--- src/rtl/acr_pkg.sv ---
// Constants for the converter setup register and its channel sequencer.
// Assumes one 25 MHz clock and a synchronous, active-high reset.
// Functional notes
// - Top setup bit enables offset chopping.
// - Chop on, word 96: 80/160 ms.
// - Chop off, word 96: 20/80 ms.
// - Excitation on: swap polarity each sample.
// - Internal calibrations ignore the excitation bit.
// - Bits 15..8 enable channels, auto-sequenced.
// - Each sequenced channel waits full settling.
// - Bit 7 switches open-sensor currents.
// - Currents only with buffer, chopping off.
// - 24-bit register, MSB first, resets 0x000117.
package acr_pkg;
	localparam int          CFG_W          = 24;
	localparam logic [23:0] CFG_RESET      = 24'h000117;
	// Reserved positions 21..16 and 5 always read back as zero
	localparam logic [23:0] CFG_WRITE_MASK = 24'hC0FFDF;
	localparam int          BIT_CHOP       = 23;
	localparam int          BIT_ALT_EXC    = 22;
	localparam int          CH_MSB         = 15;
	localparam int          CH_LSB         = 8;
	localparam int          BIT_OPEN_SENSE = 7;
	localparam int          BIT_BUFFER     = 4;
	localparam int          NUM_CH         = 8;
	localparam int          FS_W           = 10;
	localparam logic [4:0]  LAST_BIT       = 5'h17;
	// Timing at the reference rate divider word
	localparam int          CLK_HZ         = 25000000;
	localparam int          FS_REF         = 96;
	localparam int          CONV_NOCHOP_MS = 20;
	localparam int          SETL_NOCHOP_MS = 80;
	localparam int          CONV_CHOP_MS   = 80;
	localparam int          SETL_CHOP_MS   = 160;
	localparam int          CONV_NOCHOP_CYC = CONV_NOCHOP_MS * (CLK_HZ / 1000);
	localparam int          SETL_NOCHOP_CYC = SETL_NOCHOP_MS * (CLK_HZ / 1000);
	localparam int          CONV_CHOP_CYC   = CONV_CHOP_MS * (CLK_HZ / 1000);
	localparam int          SETL_CHOP_CYC   = SETL_CHOP_MS * (CLK_HZ / 1000);
	typedef enum logic [2:0] {
		ACR_IDLE    = 3'b001,
		ACR_SETTLE  = 3'b010,
		ACR_CONVERT = 3'b100
	} acr_seq_state_e;
	// Next enabled channel above cur, wrapping; cur itself if alone
	function automatic logic [2:0] acr_next_ch(input logic [7:0] mask, input logic [2:0] cur);
		logic [2:0] idx;
		logic [2:0] res;
		logic       found;
		res   = cur;
		found = 1'b0;
		for (int i = 1; i <= NUM_CH; i++) begin
			idx = 3'(cur + 3'(i));
			if (!found && mask[idx]) begin
				res   = idx;
				found = 1'b1;
			end
		end
		return res;
	endfunction : acr_next_ch
endpackage : acr_pkg

--- src/rtl/acr_seq_if.sv ---
// Link between the setup register and the channel sequencer.
// Assumes both ends share clk_i of the top module.
`timescale 1ns/1ps
`default_nettype none
interface acr_seq_if;
	logic [7:0] chan_en;
	logic       chop;
	logic       run;
	logic [9:0] fs;
	logic       done;
	logic [2:0] chan;
	modport ctl (output chan_en, chop, run, fs, input done, chan);
	modport seq (input chan_en, chop, run, fs, output done, chan);
endinterface : acr_seq_if
`default_nettype wire

--- src/rtl/acr_config_top.sv ---
// Setup register with serial access and the control it drives.
// Assumes host shift strobes are synchronous to clk_i; each cycle with shift high moves one bit.
`timescale 1ns/1ps
`default_nettype none
module acr_config_top
	import acr_pkg::*;
#(
	parameter int CONV_NOCHOP = CONV_NOCHOP_CYC,
	parameter int SETL_NOCHOP = SETL_NOCHOP_CYC,
	parameter int CONV_CHOP   = CONV_CHOP_CYC,
	parameter int SETL_CHOP   = SETL_CHOP_CYC
) (
	input  wire logic        clk_i,
	input  wire logic        reset_i,
	input  wire logic        sel_i,
	input  wire logic        rd_i,
	input  wire logic        shift_i,
	input  wire logic        sdi_i,
	output logic             sdo_o,
	input  wire logic        run_i,
	input  wire logic [9:0]  rate_divider_word_i,
	input  wire logic        cal_internal_i,
	input  wire logic        sample_strobe_i,
	output logic [23:0]      setup_word_o,
	output logic             chop_enable_o,
	output logic             alt_excitation_active_o,
	output logic             polarity_swap_o,
	output logic [7:0]       channel_enable_bits_o,
	output logic             buffer_enable_o,
	output logic             open_sense_current_enable_o,
	output logic             conv_done_o,
	output logic [2:0]       conv_channel_o
);
	typedef struct packed {
		logic [23:0] cfg;
		logic [23:0] sh;
		logic [4:0]  bitcnt;
		logic        sel_d;
		logic        swap;
		logic        open_sense_current_enable;
	} acr_top_s;

	acr_top_s  st_reg;
	acr_top_s  st_next;
	logic      alt_active;
	acr_seq_if seq_bus ();

	assign alt_active = st_reg.cfg[BIT_ALT_EXC] && !cal_internal_i;

	// Serial access, polarity swap and current interlock
	always_comb begin
		st_next       = st_reg;
		st_next.sel_d = sel_i;
		if (sel_i && !st_reg.sel_d) begin
			st_next.bitcnt = 5'h0;
			st_next.sh     = rd_i ? st_reg.cfg : 24'h0;
		end else if (sel_i && shift_i) begin
			st_next.sh     = {st_reg.sh[22:0], rd_i ? 1'b0 : sdi_i};
			st_next.bitcnt = st_reg.bitcnt + 5'h1;
			if (!rd_i && st_reg.bitcnt == LAST_BIT) begin
				st_next.cfg = {st_reg.sh[22:0], sdi_i} & CFG_WRITE_MASK;
			end
		end
		if (!alt_active) st_next.swap = 1'b0;
		else if (sample_strobe_i) st_next.swap = !st_reg.swap;
		// currents need buffer and no chop
		st_next.open_sense_current_enable = st_next.cfg[BIT_OPEN_SENSE] && st_next.cfg[BIT_BUFFER] && !st_next.cfg[BIT_CHOP];
	end

	always_ff @(posedge clk_i) begin
		if (reset_i) begin
			st_reg <= '{cfg: CFG_RESET, sh: 24'h0, bitcnt: 5'h0, sel_d: 1'b0, swap: 1'b0, open_sense_current_enable: 1'b0};
		end else begin
			st_reg <= st_next;
		end
	end

	// Sequencer connection
	assign seq_bus.chan_en = st_reg.cfg[CH_MSB:CH_LSB];
	assign seq_bus.chop    = st_reg.cfg[BIT_CHOP];
	assign seq_bus.run     = run_i;
	assign seq_bus.fs      = rate_divider_word_i;

	acr_sequencer #(
		.CONV_NOCHOP (CONV_NOCHOP),
		.SETL_NOCHOP (SETL_NOCHOP),
		.CONV_CHOP   (CONV_CHOP),
		.SETL_CHOP   (SETL_CHOP)
	) u_seq (
		.clk_i   (clk_i),
		.reset_i (reset_i),
		.bus     (seq_bus.seq)
	);

	// Outputs
	assign sdo_o                       = st_reg.sh[23];
	assign setup_word_o                = st_reg.cfg;
	assign chop_enable_o               = st_reg.cfg[BIT_CHOP];
	assign alt_excitation_active_o     = alt_active;
	assign polarity_swap_o             = st_reg.swap;
	assign channel_enable_bits_o       = st_reg.cfg[CH_MSB:CH_LSB];
	assign buffer_enable_o             = st_reg.cfg[BIT_BUFFER];
	assign open_sense_current_enable_o = st_reg.open_sense_current_enable;
	assign conv_done_o                 = seq_bus.done;
	assign conv_channel_o              = seq_bus.chan;

	reset_value_a: assert property (@(posedge clk_i) disable iff (reset_i)
		$fell(reset_i) |-> (setup_word_o == CFG_RESET && !open_sense_current_enable_o))
		else $error("setup word not at reset value");
	write_commit_a: assert property (@(posedge clk_i) disable iff (reset_i)
		(sel_i && st_reg.sel_d && shift_i && !rd_i && st_reg.bitcnt == LAST_BIT)
		|=> setup_word_o == (($past(st_reg.sh) << 1 | 24'($past(sdi_i))) & CFG_WRITE_MASK))
		else $error("write not committed");
	open_sense_current_enable_lock_a: assert property (@(posedge clk_i) disable iff (reset_i)
		open_sense_current_enable_o |-> (buffer_enable_o && !chop_enable_o))
		else $error("currents on outside allowed setup");
	open_sense_current_enable_on_a: assert property (@(posedge clk_i) disable iff (reset_i)
		open_sense_current_enable_o == (setup_word_o[BIT_OPEN_SENSE] && buffer_enable_o && !chop_enable_o))
		else $error("currents do not follow setup");
	cal_dc_a: assert property (@(posedge clk_i) disable iff (reset_i)
		cal_internal_i |=> !polarity_swap_o)
		else $error("polarity swapped during calibration");
	swap_toggle_a: assert property (@(posedge clk_i) disable iff (reset_i)
		(alt_active && sample_strobe_i) |=> polarity_swap_o != $past(polarity_swap_o))
		else $error("polarity did not alternate");
	// chop changes only through a completed write
	chop_link_a: assert property (@(posedge clk_i) disable iff (reset_i)
		$changed(chop_enable_o) |-> $past(sel_i && st_reg.sel_d && shift_i && !rd_i && st_reg.bitcnt == LAST_BIT))
		else $error("chop enable changed without a write");
endmodule : acr_config_top
`default_nettype wire

--- src/rtl/acr_sequencer.sv ---
// Channel sequencer with settling and conversion timers.
// Assumes the setup word is stable while a conversion runs.
`timescale 1ns/1ps
`default_nettype none
module acr_sequencer
	import acr_pkg::*;
#(
	parameter int CONV_NOCHOP = CONV_NOCHOP_CYC,
	parameter int SETL_NOCHOP = SETL_NOCHOP_CYC,
	parameter int CONV_CHOP   = CONV_CHOP_CYC,
	parameter int SETL_CHOP   = SETL_CHOP_CYC
) (
	input  wire logic clk_i,
	input  wire logic reset_i,
	acr_seq_if.seq    bus
);
	typedef struct packed {
		acr_seq_state_e state;
		logic [2:0]     ch;
		logic [31:0]    cnt;
		logic           done;
	} acr_seq_s;

	acr_seq_s   st_reg;
	acr_seq_s   st_next;
	logic [31:0] setl_tgt;
	logic [31:0] conv_tgt;
	logic        multi;
	logic [2:0]  nxt_ch;

	// Timer targets scale with the rate divider word; multiply first so word 96 is exact
	always_comb begin
		setl_tgt = 32'((64'(bus.chop ? SETL_CHOP : SETL_NOCHOP) * 64'(bus.fs)) / 64'(FS_REF));
		conv_tgt = 32'((64'(bus.chop ? CONV_CHOP : CONV_NOCHOP) * 64'(bus.fs)) / 64'(FS_REF));
		if (setl_tgt == 32'h0) setl_tgt = 32'h1;
		if (conv_tgt == 32'h0) conv_tgt = 32'h1;
		multi  = (bus.chan_en & (bus.chan_en - 8'h01)) != 8'h00;
		nxt_ch = acr_next_ch(bus.chan_en, st_reg.ch);
	end

	// Sequencing state machine
	always_comb begin
		st_next      = st_reg;
		st_next.done = 1'b0;
		case (st_reg.state)
			ACR_IDLE: begin
				st_next.ch  = acr_next_ch(bus.chan_en, 3'h7);
				st_next.cnt = 32'h0;
				if (bus.run && bus.chan_en != 8'h00) st_next.state = ACR_SETTLE;
			end
			ACR_SETTLE: begin
				st_next.cnt = st_reg.cnt + 32'h1;
				if (st_reg.cnt >= setl_tgt - 32'h1) begin
					st_next.done = 1'b1;
					st_next.cnt  = 32'h0;
					if (multi) st_next.ch = nxt_ch;
					else st_next.state = ACR_CONVERT;
				end
			end
			ACR_CONVERT: begin
				st_next.cnt = st_reg.cnt + 32'h1;
				if (st_reg.cnt >= conv_tgt - 32'h1) begin
					st_next.done = 1'b1;
					st_next.cnt  = 32'h0;
				end
				if (multi) st_next.state = ACR_SETTLE;
			end
			default: st_next.state = ACR_IDLE;
		endcase
		// Stopping or dropping the channel aborts without a result
		if (!bus.run || !bus.chan_en[st_reg.ch]) begin
			st_next.state = ACR_IDLE;
			st_next.done  = 1'b0;
		end
	end

	always_ff @(posedge clk_i) begin
		if (reset_i) begin
			st_reg <= '{state: ACR_IDLE, ch: 3'h0, cnt: 32'h0, done: 1'b0};
		end else begin
			st_reg <= st_next;
		end
	end

	assign bus.done = st_reg.done;
	assign bus.chan = st_reg.ch;

	done_chan_en_a: assert property (@(posedge clk_i) disable iff (reset_i)
		st_next.done |-> bus.chan_en[st_reg.ch])
		else $error("result on a disabled channel");
	seq_order_a: assert property (@(posedge clk_i) disable iff (reset_i)
		(st_reg.state == ACR_SETTLE && st_next.done && multi && bus.run && bus.chan_en[st_reg.ch])
		|=> bus.chan == $past(nxt_ch))
		else $error("channel order wrong");
	multi_settle_a: assert property (@(posedge clk_i) disable iff (reset_i)
		(st_next.done && multi) |-> (st_reg.state == ACR_SETTLE && st_reg.cnt >= setl_tgt - 32'h1))
		else $error("sequenced result before settling");
	chop_timing_a: assert property (@(posedge clk_i) disable iff (reset_i)
		(bus.chop && bus.fs == 10'h060) |-> (setl_tgt == 32'(SETL_CHOP) && conv_tgt == 32'(CONV_CHOP)))
		else $error("chop timing off");
	nochop_timing_a: assert property (@(posedge clk_i) disable iff (reset_i)
		(!bus.chop && bus.fs == 10'h060) |-> (setl_tgt == 32'(SETL_NOCHOP) && conv_tgt == 32'(CONV_NOCHOP)))
		else $error("non-chop timing off");
endmodule : acr_sequencer
`default_nettype wire

--- config.mk ---
export PLATFORM = sky130hd
export DESIGN_NAME = acr_config_top
export DESIGN_NICKNAME = d
export VERILOG_FILES = /design/src/rtl/acr_pkg.sv /design/src/rtl/acr_seq_if.sv /design/src/rtl/acr_config_top.sv /design/src/rtl/acr_sequencer.sv
export SDC_FILE = /design/constraint.sdc
export NUM_CORES = 1
export LEC_CHECK = 0
export BUFFER_PORTS_ARGS = -buffer_cell sky130_fd_sc_hd__buf_2
export CORE_MARGIN = 3
export CORE_UTILIZATION = 60
export DETAILED_ROUTE_END_ITERATION = 8
export HOLD_SLACK_MARGIN = 0.02
export MAX_ROUTING_LAYER = met4
export PLACE_DENSITY = 0.77
export SYNTH_ARGS = -nofsm -noshare
export SYNTH_HDL_FRONTEND = slang
export SYNTH_SLANG_ARGS = --single-unit
--- constraint.sdc ---
create_clock -name clk_i -period 52.9 [get_ports clk_i]
set_input_delay 10.58 -clock clk_i [delete_from_list [all_inputs] [get_ports clk_i]]
set_output_delay 10.58 -clock clk_i [all_outputs]
set_load 0.01 [all_outputs]
== Word-level counts from Yosys, hierarchy flattened ==
Index checks and enable logic that the tools add are counted.
Storage, ports and cells
  bits of input ports: 19
  bits in registers: 88
  logic and storage cells: 180
Cells by class
  bitwise operators: 3
  $lt $le $gt $ge: 10
  $mul: 2
  multiplexer cells: 73
  divide/modulo/power cells: 2
  $add $sub $neg: 12
  eq/ne operators: 11
  reductions and logical operators: 56
Operators by type and width (number)
  64-bit by 7-bit divider with 64-bit output, second input constant: 2
  64-bit by 10-bit multiplier with 64-bit output: 2
  32-bit one-hot mux with 3 select lines: 1
  24-bit 2-to-1 mux: 3
  32-bit >= comparator: 2
  32-bit zero test: 2
  32-bit 2-to-1 mux: 2
  32-bit by 1-bit subtractor with 32-bit output, second input constant: 2
  3-bit 2-to-1 mux: 20
  53-bit 2-to-1 mux: 1
  39-bit 2-to-1 mux: 1
  33-bit 2-to-1 mux: 1
  32-bit by 1-bit adder with 32-bit output, second input constant: 1
  3-bit by 4-bit less-than comparator with 1-bit output, second input constant: 8
  1-bit 2-to-1 mux: 30
  29-bit 2-to-1 mux: 1
  1-bit binary-select mux with 3-bit select: 8
  22-bit 2-to-1 mux: 1
  1-bit logical AND: 21
  1-bit zero test: 21
  21-bit 2-to-1 mux: 1
  8-bit nonzero test: 2
  3-bit adder, second input constant: 4
  3-bit one-hot mux with 3 select lines: 1
  22 further kinds: 31

== Logic depth before layout (Yosys ltp) ==
Gate-level depths: netlist of the first run.
  word-level depth: 30
  gate-level depth with buffers: 93
  depth with buffers taken out: 82

== By module ==
Synthesis of the first run repeated with hierarchy kept, for this count alone.
Unflattened totals
  cells, all modules: 4468
  area total of the unflattened synthesis: 31519.0 sq um
Modules (own cells, without submodules)
  acr_sequencer: times used 1, area an instance 29243.0 sq um, cells an instance 4208
  acr_config_top: times used 1, area an instance 2275.9 sq um, cells an instance 260

== Least setup slack after synthesis of the first run ==
No wires, ideal clock.
  kind: input -> register
  from: input rate_divider_word_i[1]
  to: register u_seq.st_reg[30] (netlist bit)
  stages on the path: 74
  setup slack: 26.353 ns
  data arrival time: 26.446 ns
  required time: 52.799 ns
  setup time: 0.101 ns
  cell sequence: nand2_1 inv_1 fa_1 inv_1 fa_1 inv_1 fa_1 fa_1 fa_1 ha_1 a21oi_1 nand2_1 a211o_1 a211o_1 a311oi_2 xnor2_1 mux2_2 nand2_1 (+38 left out) a21o_1 a21o_1 a21o_1 a21oi_1 o31ai_1 a21o_1 a21o_1 a21o_1 a21o_1 a21o_1 a21o_1 a21o_1 a21o_1 o31a_1 or2_2 clkbuf_1 clkbuf_1 o41ai_1
On the way
  word-level cells in the longest chain between the ends: 8
RTL lines
  start, declared: line acr_config_top.sv:21  | input wire logic [9:0] rate_divider_word_i,
  64-bit by 10-bit multiplier with 64-bit output (on tied branches): line acr_sequencer.sv:34, acr_sequencer.sv:33
  64-bit by 7-bit divider with 64-bit output (on tied branches): line acr_sequencer.sv:34, acr_sequencer.sv:33
  32-bit zero test (on tied branches): line acr_sequencer.sv:36, acr_sequencer.sv:35
  32-bit 2-to-1 mux (on tied branches): line acr_sequencer.sv:36, acr_sequencer.sv:35
  32-bit by 1-bit subtractor with 32-bit output (on tied branches): line acr_sequencer.sv:62, acr_sequencer.sv:53
  32-bit >= comparator (on tied branches): line acr_sequencer.sv:62, acr_sequencer.sv:53
  33-bit 2-to-1 mux / 39-bit 2-to-1 mux (equally long branches): line acr_sequencer.sv:62, acr_sequencer.sv:53
  32-bit one-hot mux with 3 select lines (*): line acr_sequencer.sv:45  | case (st_reg.state)
  end signal, assigned: line acr_sequencer.sv:79  | st_reg <= '{state: ACR_IDLE, ch: 3'h0, cnt: 32'h0, done: 1'b0};
  end signal, assigned: line acr_sequencer.sv:81  | st_reg <= st_next;
  end, declared: line acr_sequencer.sv:24  | acr_seq_s st_reg;
Every way passes the cells marked *; elsewhere a longest branch is shown, timed or not. The select of a mux whose other input is x is not followed.
A chain may end at the register's enable or synchronous reset.

== Final worst setup path of the first run ==
  from: input rate_divider_word_i[7]
  to: register u_seq.st_reg[30] (netlist bit)
The elaborated chain is that of the path after synthesis.

==> flow_summary.json, run 1 <==
{
  "grt_pass1_vias": 19800,
  "multiInputGateArea_um2": 17900,
  "wire_per_inst_um": 18.2,
  "cts.reportedPaths.clkPinSlew_ns": 0.07,
  "worst-slew-pin-transition_ns": 1.13,
  "root_buffer_selected_by_cts": "sky130_fd_sc_hd__clkbuf_16",
  "cts_tree": "built",
  "rows": 68,
  "cts.htree.levels": 3,
  "placed_cells": 3249,
  "ys_seq_elements": 88,
  "dr_iter_0_viols": 2304,
  "worst_ep_arrival_time_ns": 30.07,
  "gp_routability_congestion": 1.01,
  "final_nets": 3170,
  "critical_path_required_ns": 53.14,
  "total_drc_errors_in_the_routed_layout": 0,
  "die_x_um": 195,
  "fin_skew_ns": 0.0144,
  "setup_violations": 0,
  "largest_register_ffs": 35,
  "grt_remaining_overflow": 0,
  "syn_inst": 2881,
  "report.final.hold_viol_count": 0,
  "antenna_violating_nets_post_route": 0,
  "crit_buf_inv": 6,
  "crit_path_start_kind": "primary input",
  "number_of_ports_placed_on_the_die_boundary": 61,
  "grt_first_pass_wirelength_um": 97500,
  "vias": 21500,
  "globalRouteTotalUtil": 0.307,
  "antenna_violations_before_repair": 2,
  "cts_max_path_buffers": 2,
  "timing.final.max_slew_violations": 0,
  "cp_common_cell": "sky130_fd_sc_hd__a21o_1",
  "timing.fmax_mhz": 33.5,
  "postSynthAreaPerCell_um2": 7.42,
  "num-fill-cells": 3128,
  "fin_crit_sh": 0.564,
  "dpl-instance-area_um2": 21500,
  "floorplan.initialDensity": 0.614,
  "period_needed_ns": 29.83,
  "slowest_delay_ns": 0.88,
  "synth_seq_area_share": 0.0824,
  "clk_latency_ns": 0.35,
  "stdcell_area_um2": 21800,
  "timing_worst_setup_path_type": "in2reg",
  "hold_path_class": "reg2reg",
  "final_cell_count_no_fill": 3268,
  "timing.slew.headroom": 0.247,
  "worstPathMaxFanout": 29,
  "clock_sink_count": 88,
  "routed_wl_um": 59400,
  "cts_hold_buffers": 0,
  "critPathSlowestCell": "sky130_fd_sc_hd__o211ai_1",
  "cts_buffers": 9,
  "critical-path-top-delay-family": "compound AO/OA/AOI/OAI gates",
  "final_layout_size_suffix_gt1_frac": 0.0729,
  "count_of_flip_flops_with_a_built_in_enable_after_synthesis": 0,
  "commonest_non_fill_non_tap_cell_in_the_layout": "sky130_fd_sc_hd__nand2_1",
  "asyncSetResetFlopFracSynth": 0,
  "tns_ns": 0,
  "post-cts-setup-buffer-count": 0,
  "core_area_um2": 34800,
  "drt_pass1_iterations": 7,
  "drt-vias-per-instance": 6.57,
  "rsz_0062_raised_after_global_routing": "no",
  "die_height_um": 195,
  "grt_max_degree": 57,
  "detailedPlacementHpwl_um": 47000,
  "synthToLayoutAreaGrowth_pct": 2.12,
  "fp.dieArea_um2": 37900,
  "timing.critical_path.to_type": "flip-flop",
  "io_buffer_count": 53,
  "outcome": "finished, final reports clean",
  "cts-resized-gates": 0,
  "post_syn_area_um2": 21400,
  "seq_area_um2": 1760,
  "dominantRegCellSynth": "sky130_fd_sc_hd__dfxtp_1",
  "mostFrequentLayoutCells": "309 x sky130_fd_sc_hd__nand2_1, 264 x sky130_fd_sc_hd__nor2_1, 239 x sky130_fd_sc_hd__ha_1, 213 x sky130_fd_sc_hd__inv_1, 194 x sky130_fd_sc_hd__a21oi_1",
  "ys_types": 134,
  "drv_cap": 0,
  "yosys_warnings": 0
}
## logic make-up (layout without fill, tap and decap cells)
logic type,Yosys count,in the layout,share of synthesized area
DFF,88,88,0.0824
muxes,38,38,0.0235
other,2,40,0.000351
AOI/OAI and AO/OA,835,835,0.275
xor gates and xnor gates,149,149,0.0631
adders and majority gates,348,348,0.241
buffers and inverters,409,303,0.0848
and+or+nand+nor,1012,1012,0.230
## per-layer routing
metal / up-vias / wire length, µm / GRT usage
met5: - / 0 / -
met4: 0 / 1270 / 0.0689
met3: 120 / 4010 / 0.0310
met2: 908 / 28200 / 0.506
met1: 10200 / 25900 / 0.409
li1: 10200 / - / -
## worst paths after layout
check	depth (start not counted)	startpoint	endpoint	slack [ns]
max	71	rate_divider_word_i[7]	u_seq.st_reg[30]	23.07
min	2	st_reg[17]	setup_word_o[10]	0.47
max reg2reg	70	setup_word_o[23]	u_seq.st_reg[30]	32.53
min reg2reg	2	st_reg[17]	setup_word_o[10]	0.47
## layout make-up
type / count / area share
multi-input cells: 2420 / 0.822
flip-flops and latches: 88 / 0.0807
inverters: 214 / 0.0368
well taps: 455 / 0.0261
repair buffers: 73 / 0.0189
clock buffers: 10 / 0.0110
clock inverters: 6 / 0.00447
diodes: 2 / 0.000229
## worst reg2reg max path: cells and delay by family (launching register included)
kind | cells | cell delay (ns)
muxes | 2 | 0.59
and+or+nand+nor | 11 | 3.04
buffers and inverters | 5 | 0.91
AOI/OAI and AO/OA | 44 | 11.36
DFF | 1 | 1.00
adders and majority gates | 8 | 3.37
## per-stage QoR
step	hold slack (ns)	utilization	setup slack, ns
finish	0.470	0.627	23.07
global route	0.484	0.627	21.85
CTS	0.470	0.627	23.08
detailed placement	0.460	0.617	22.78
global placement	0.454	0.617	23.09
floorplan	0.444	-	26.35
## cell usage after synthesis, types with 49 or more instances
cell type	n	share of area
sky130_fd_sc_hd__ha_1	239	0.14
sky130_fd_sc_hd__a21oi_1	194	0.045
sky130_fd_sc_hd__and3_1	49	0.014
sky130_fd_sc_hd__xnor2_1	87	0.036
sky130_fd_sc_hd__a21o_1	52	0.018
sky130_fd_sc_hd__nor3_1	86	0.020
sky130_fd_sc_hd__inv_1	213	0.037
sky130_fd_sc_hd__nor2_1	265	0.047
sky130_fd_sc_hd__nand2_1	309	0.054
sky130_fd_sc_hd__clkbuf_1	102	0.018
sky130_fd_sc_hd__xor2_1	57	0.023
sky130_fd_sc_hd__dfxtp_1	88	0.082
sky130_fd_sc_hd__o21ai_0	169	0.040
sky130_fd_sc_hd__nand3_1	76	0.018
sky130_fd_sc_hd__fa_1	106	0.099
Power of run 1 is left out: the tool's default activity adds up to more than one toggle a clock period on the data nets, which glitch-free logic cannot reach.
==> run 2, diff against run 1 <==
- ABC_AREA: default -> 1
- CORE_UTILIZATION: 60 -> 59
- PLACE_DENSITY: 0.77 -> 0.79
- clock period: 52.9 -> 27.4 ns (I/O delays scaled with it)
==> flow_summary.json, run 2 <==
{
  "outcome": "finished, final reports clean",
  "min_path_cells": 2,
  "count_of_flip_flops_with_a_built_in_enable_after_synthesis": 0,
  "seq_area_um2": 1760,
  "mostFrequentLayoutCells": "538 x sky130_fd_sc_hd__nand2_1, 496 x sky130_fd_sc_hd__inv_1, 239 x sky130_fd_sc_hd__ha_1, 193 x sky130_fd_sc_hd__nor2_1, 130 x sky130_fd_sc_hd__nand3_1",
  "cts.reportedPaths.clkPinSlew_ns": 0.08,
  "cp_common_cell": "sky130_fd_sc_hd__nand2_1",
  "post_syn_area_um2": 17800,
  "setup_violations": 0,
  "timing.final.max_slew_violations": 0,
  "post-cts-setup-buffer-count": 0,
  "critPathSlowestCell": "sky130_fd_sc_hd__o22ai_2",
  "syn_inst": 2629,
  "synth_seq_area_share": 0.0991,
  "largest_register_ffs": 35,
  "fin_skew_ns": 0.0222,
  "io_buffer_count": 53,
  "grt_pass1_vias": 16200,
  "hold_path_class": "reg2reg",
  "timing.critical_path.to_type": "flip-flop",
  "reg2reg_capture_point": "u_seq.st_reg[16]",
  "synth.top_cells.by_count": "538 x sky130_fd_sc_hd__nand2_1, 496 x sky130_fd_sc_hd__inv_1, 239 x sky130_fd_sc_hd__ha_1",
  "clock_sink_count": 88,
  "critical_path_required_ns": 27.67,
  "fin_crit_sh": 0.803,
  "clk_latency_ns": 0.36,
  "synth_top_cells_by_area": "sky130_fd_sc_hd__ha_1 17%, sky130_fd_sc_hd__fa_1 12%, sky130_fd_sc_hd__nand2_1 11%",
  "final_core_utilization": 0.636,
  "routed_wl_um": 44600,
  "wire_per_inst_um": 14.6,
  "cts_max_path_buffers": 2,
  "postSynthAreaPerCell_um2": 6.76,
  "floorplan.initialDensity": 0.609,
  "synth_top_area_share": 0.168,
  "synth_top_area_cell": "sky130_fd_sc_hd__ha_1",
  "cts_hold_buffers": 0,
  "total_drc_errors_in_the_routed_layout": 0,
  "cts.htree.levels": 3,
  "slowest_delay_ns": 0.99,
  "report.final.hold_viol_count": 0,
  "ys_seq_elements": 88,
  "critical-path-top-delay-family": "simple AND/OR/NAND/NOR gates",
  "crit_path_start_kind": "primary input",
  "rows": 62,
  "hold_path.startpoint": "st_reg[26]",
  "antenna_violations_before_repair": 0,
  "worst_hold_path.endpoint": "st_reg[27]",
  "ys_types": 68,
  "worstPathMaxFanout": 32,
  "drt_pass1_iterations": 6,
  "commonest_non_fill_non_tap_cell_in_the_layout": "sky130_fd_sc_hd__nand2_1",
  "cts_tree": "built",
  "r2r_setup_slack_ns": 9.63,
  "die_height_um": 180,
  "number_of_ports_placed_on_the_die_boundary": 61,
  "worst-slew-pin-transition_ns": 1.25,
  "root_buffer_selected_by_cts": "sky130_fd_sc_hd__clkbuf_16",
  "rsz_0062_raised_after_global_routing": "no",
  "final_layout_size_suffix_gt1_frac": 0.116,
  "synth.most_common_cell": "sky130_fd_sc_hd__nand2_1",
  "cts-resized-gates": 0,
  "worst-r2r-cell-count": 110,
  "grt_first_pass_wirelength_um": 75300,
  "dr_iter_0_viols": 1369,
  "final_nets": 3023,
  "regToRegStartpoint": "setup_word_o[23]",
  "grt_max_degree": 47,
  "timing.slew.headroom": 0.168,
  "worst_ep_arrival_time_ns": 22.28,
  "globalRouteTotalUtil": 0.282,
  "tns_ns": 0,
  "fp.dieArea_um2": 32200,
  "detailedPlacementHpwl_um": 38200,
  "die_x_um": 180,
  "asyncSetResetFlopFracSynth": 0,
  "period_needed_ns": 22.00,
  "crit_buf_inv": 11,
  "drv_cap": 0,
  "timing.fmax_mhz": 45.4,
  "gp_routability_congestion": 1.03,
  "drt-vias-per-instance": 5.48,
  "multiInputGateArea_um2": 13800,
  "core_area_um2": 29200,
  "yosys_warnings": 0,
  "antenna_cell_count": 0,
  "grt_remaining_overflow": 0,
  "antenna_violating_nets_post_route": 0,
  "synthToLayoutAreaGrowth_pct": 4.38,
  "dominantRegCellSynth": "sky130_fd_sc_hd__dfxtp_1",
  "vias": 16700,
  "timing_worst_setup_path_type": "in2reg",
  "num-fill-cells": 2711,
  "cts_buffers": 9
}
-- run 2: worst max path at each step --
stage                           startpoint               end  slack, ns  cells after the start
floorplan           rate_divider_word_i[3]  u_seq.st_reg[22]       8.25                    113
global placement    rate_divider_word_i[3]  u_seq.st_reg[16]       5.73                    110
detailed placement  rate_divider_word_i[3]  u_seq.st_reg[16]       5.15                    112
CTS                 rate_divider_word_i[3]  u_seq.st_reg[16]       5.48                    112
global route        rate_divider_word_i[1]  u_seq.st_reg[32]       3.56                    112
finish              rate_divider_word_i[2]  u_seq.st_reg[16]       5.40                    112
-- run 2: through the flow --
step           setup slack [ns]  instance area, µm²  hold WS [ns]  cells
4_1_cts                    5.48               18500         0.454   3048
5_1_grt                    3.56               18500         0.488   3048
2_1_floorplan              8.25               17900         0.439   2665
3_5_place_dp               5.15               18300         0.456   3032
3_3_place_gp               5.73               18300         0.449   3032
6_report                   5.40               18500         0.448   3048
-- run 2: worst register-to-register path: cells and delay by family (launching register included) --
| kind | cells | cell delay, ns |
|---|---|---|
| simple gates | 76 | 8.78 |
| fa+ha+maj | 10 | 3.94 |
| compound gates | 14 | 3.13 |
| flops | 1 | 0.97 |
| buf+inv | 9 | 0.64 |
| xor+xnor | 1 | 0.22 |
-- run 2: layout make-up --
type                            instances  area share
Sequential cell                        88      0.0950
Tap cell                              384      0.0259
Timing Repair Buffer                   56      0.0155
Clock inverter                          7     0.00290
Multi-Input combinational cell       1984       0.743
Clock buffer                            9      0.0121
Inverter                              520       0.106
-- run 2: cell families after synthesis --
logic type      count (synthesis)  share of synthesized area
xor+xnor                       84                     0.0439
simple gates                 1152                      0.313
flops                          88                     0.0991
mux                             2                    0.00113
other cells                     2                   0.000423
compound gates                363                      0.121
fa+ha+maj                     345                      0.288
buf+inv                       593                      0.134
-- run 2: per-layer routing --
metal,wire length (µm),vias up,GRT usage
met5,0,-,-
met4,1540,0,0.0922
met3,2160,103,0.0323
met2,20800,430,0.464
met1,20000,7727,0.363
li1,-,8432,-
Power of run 2 is left out for the same reason.
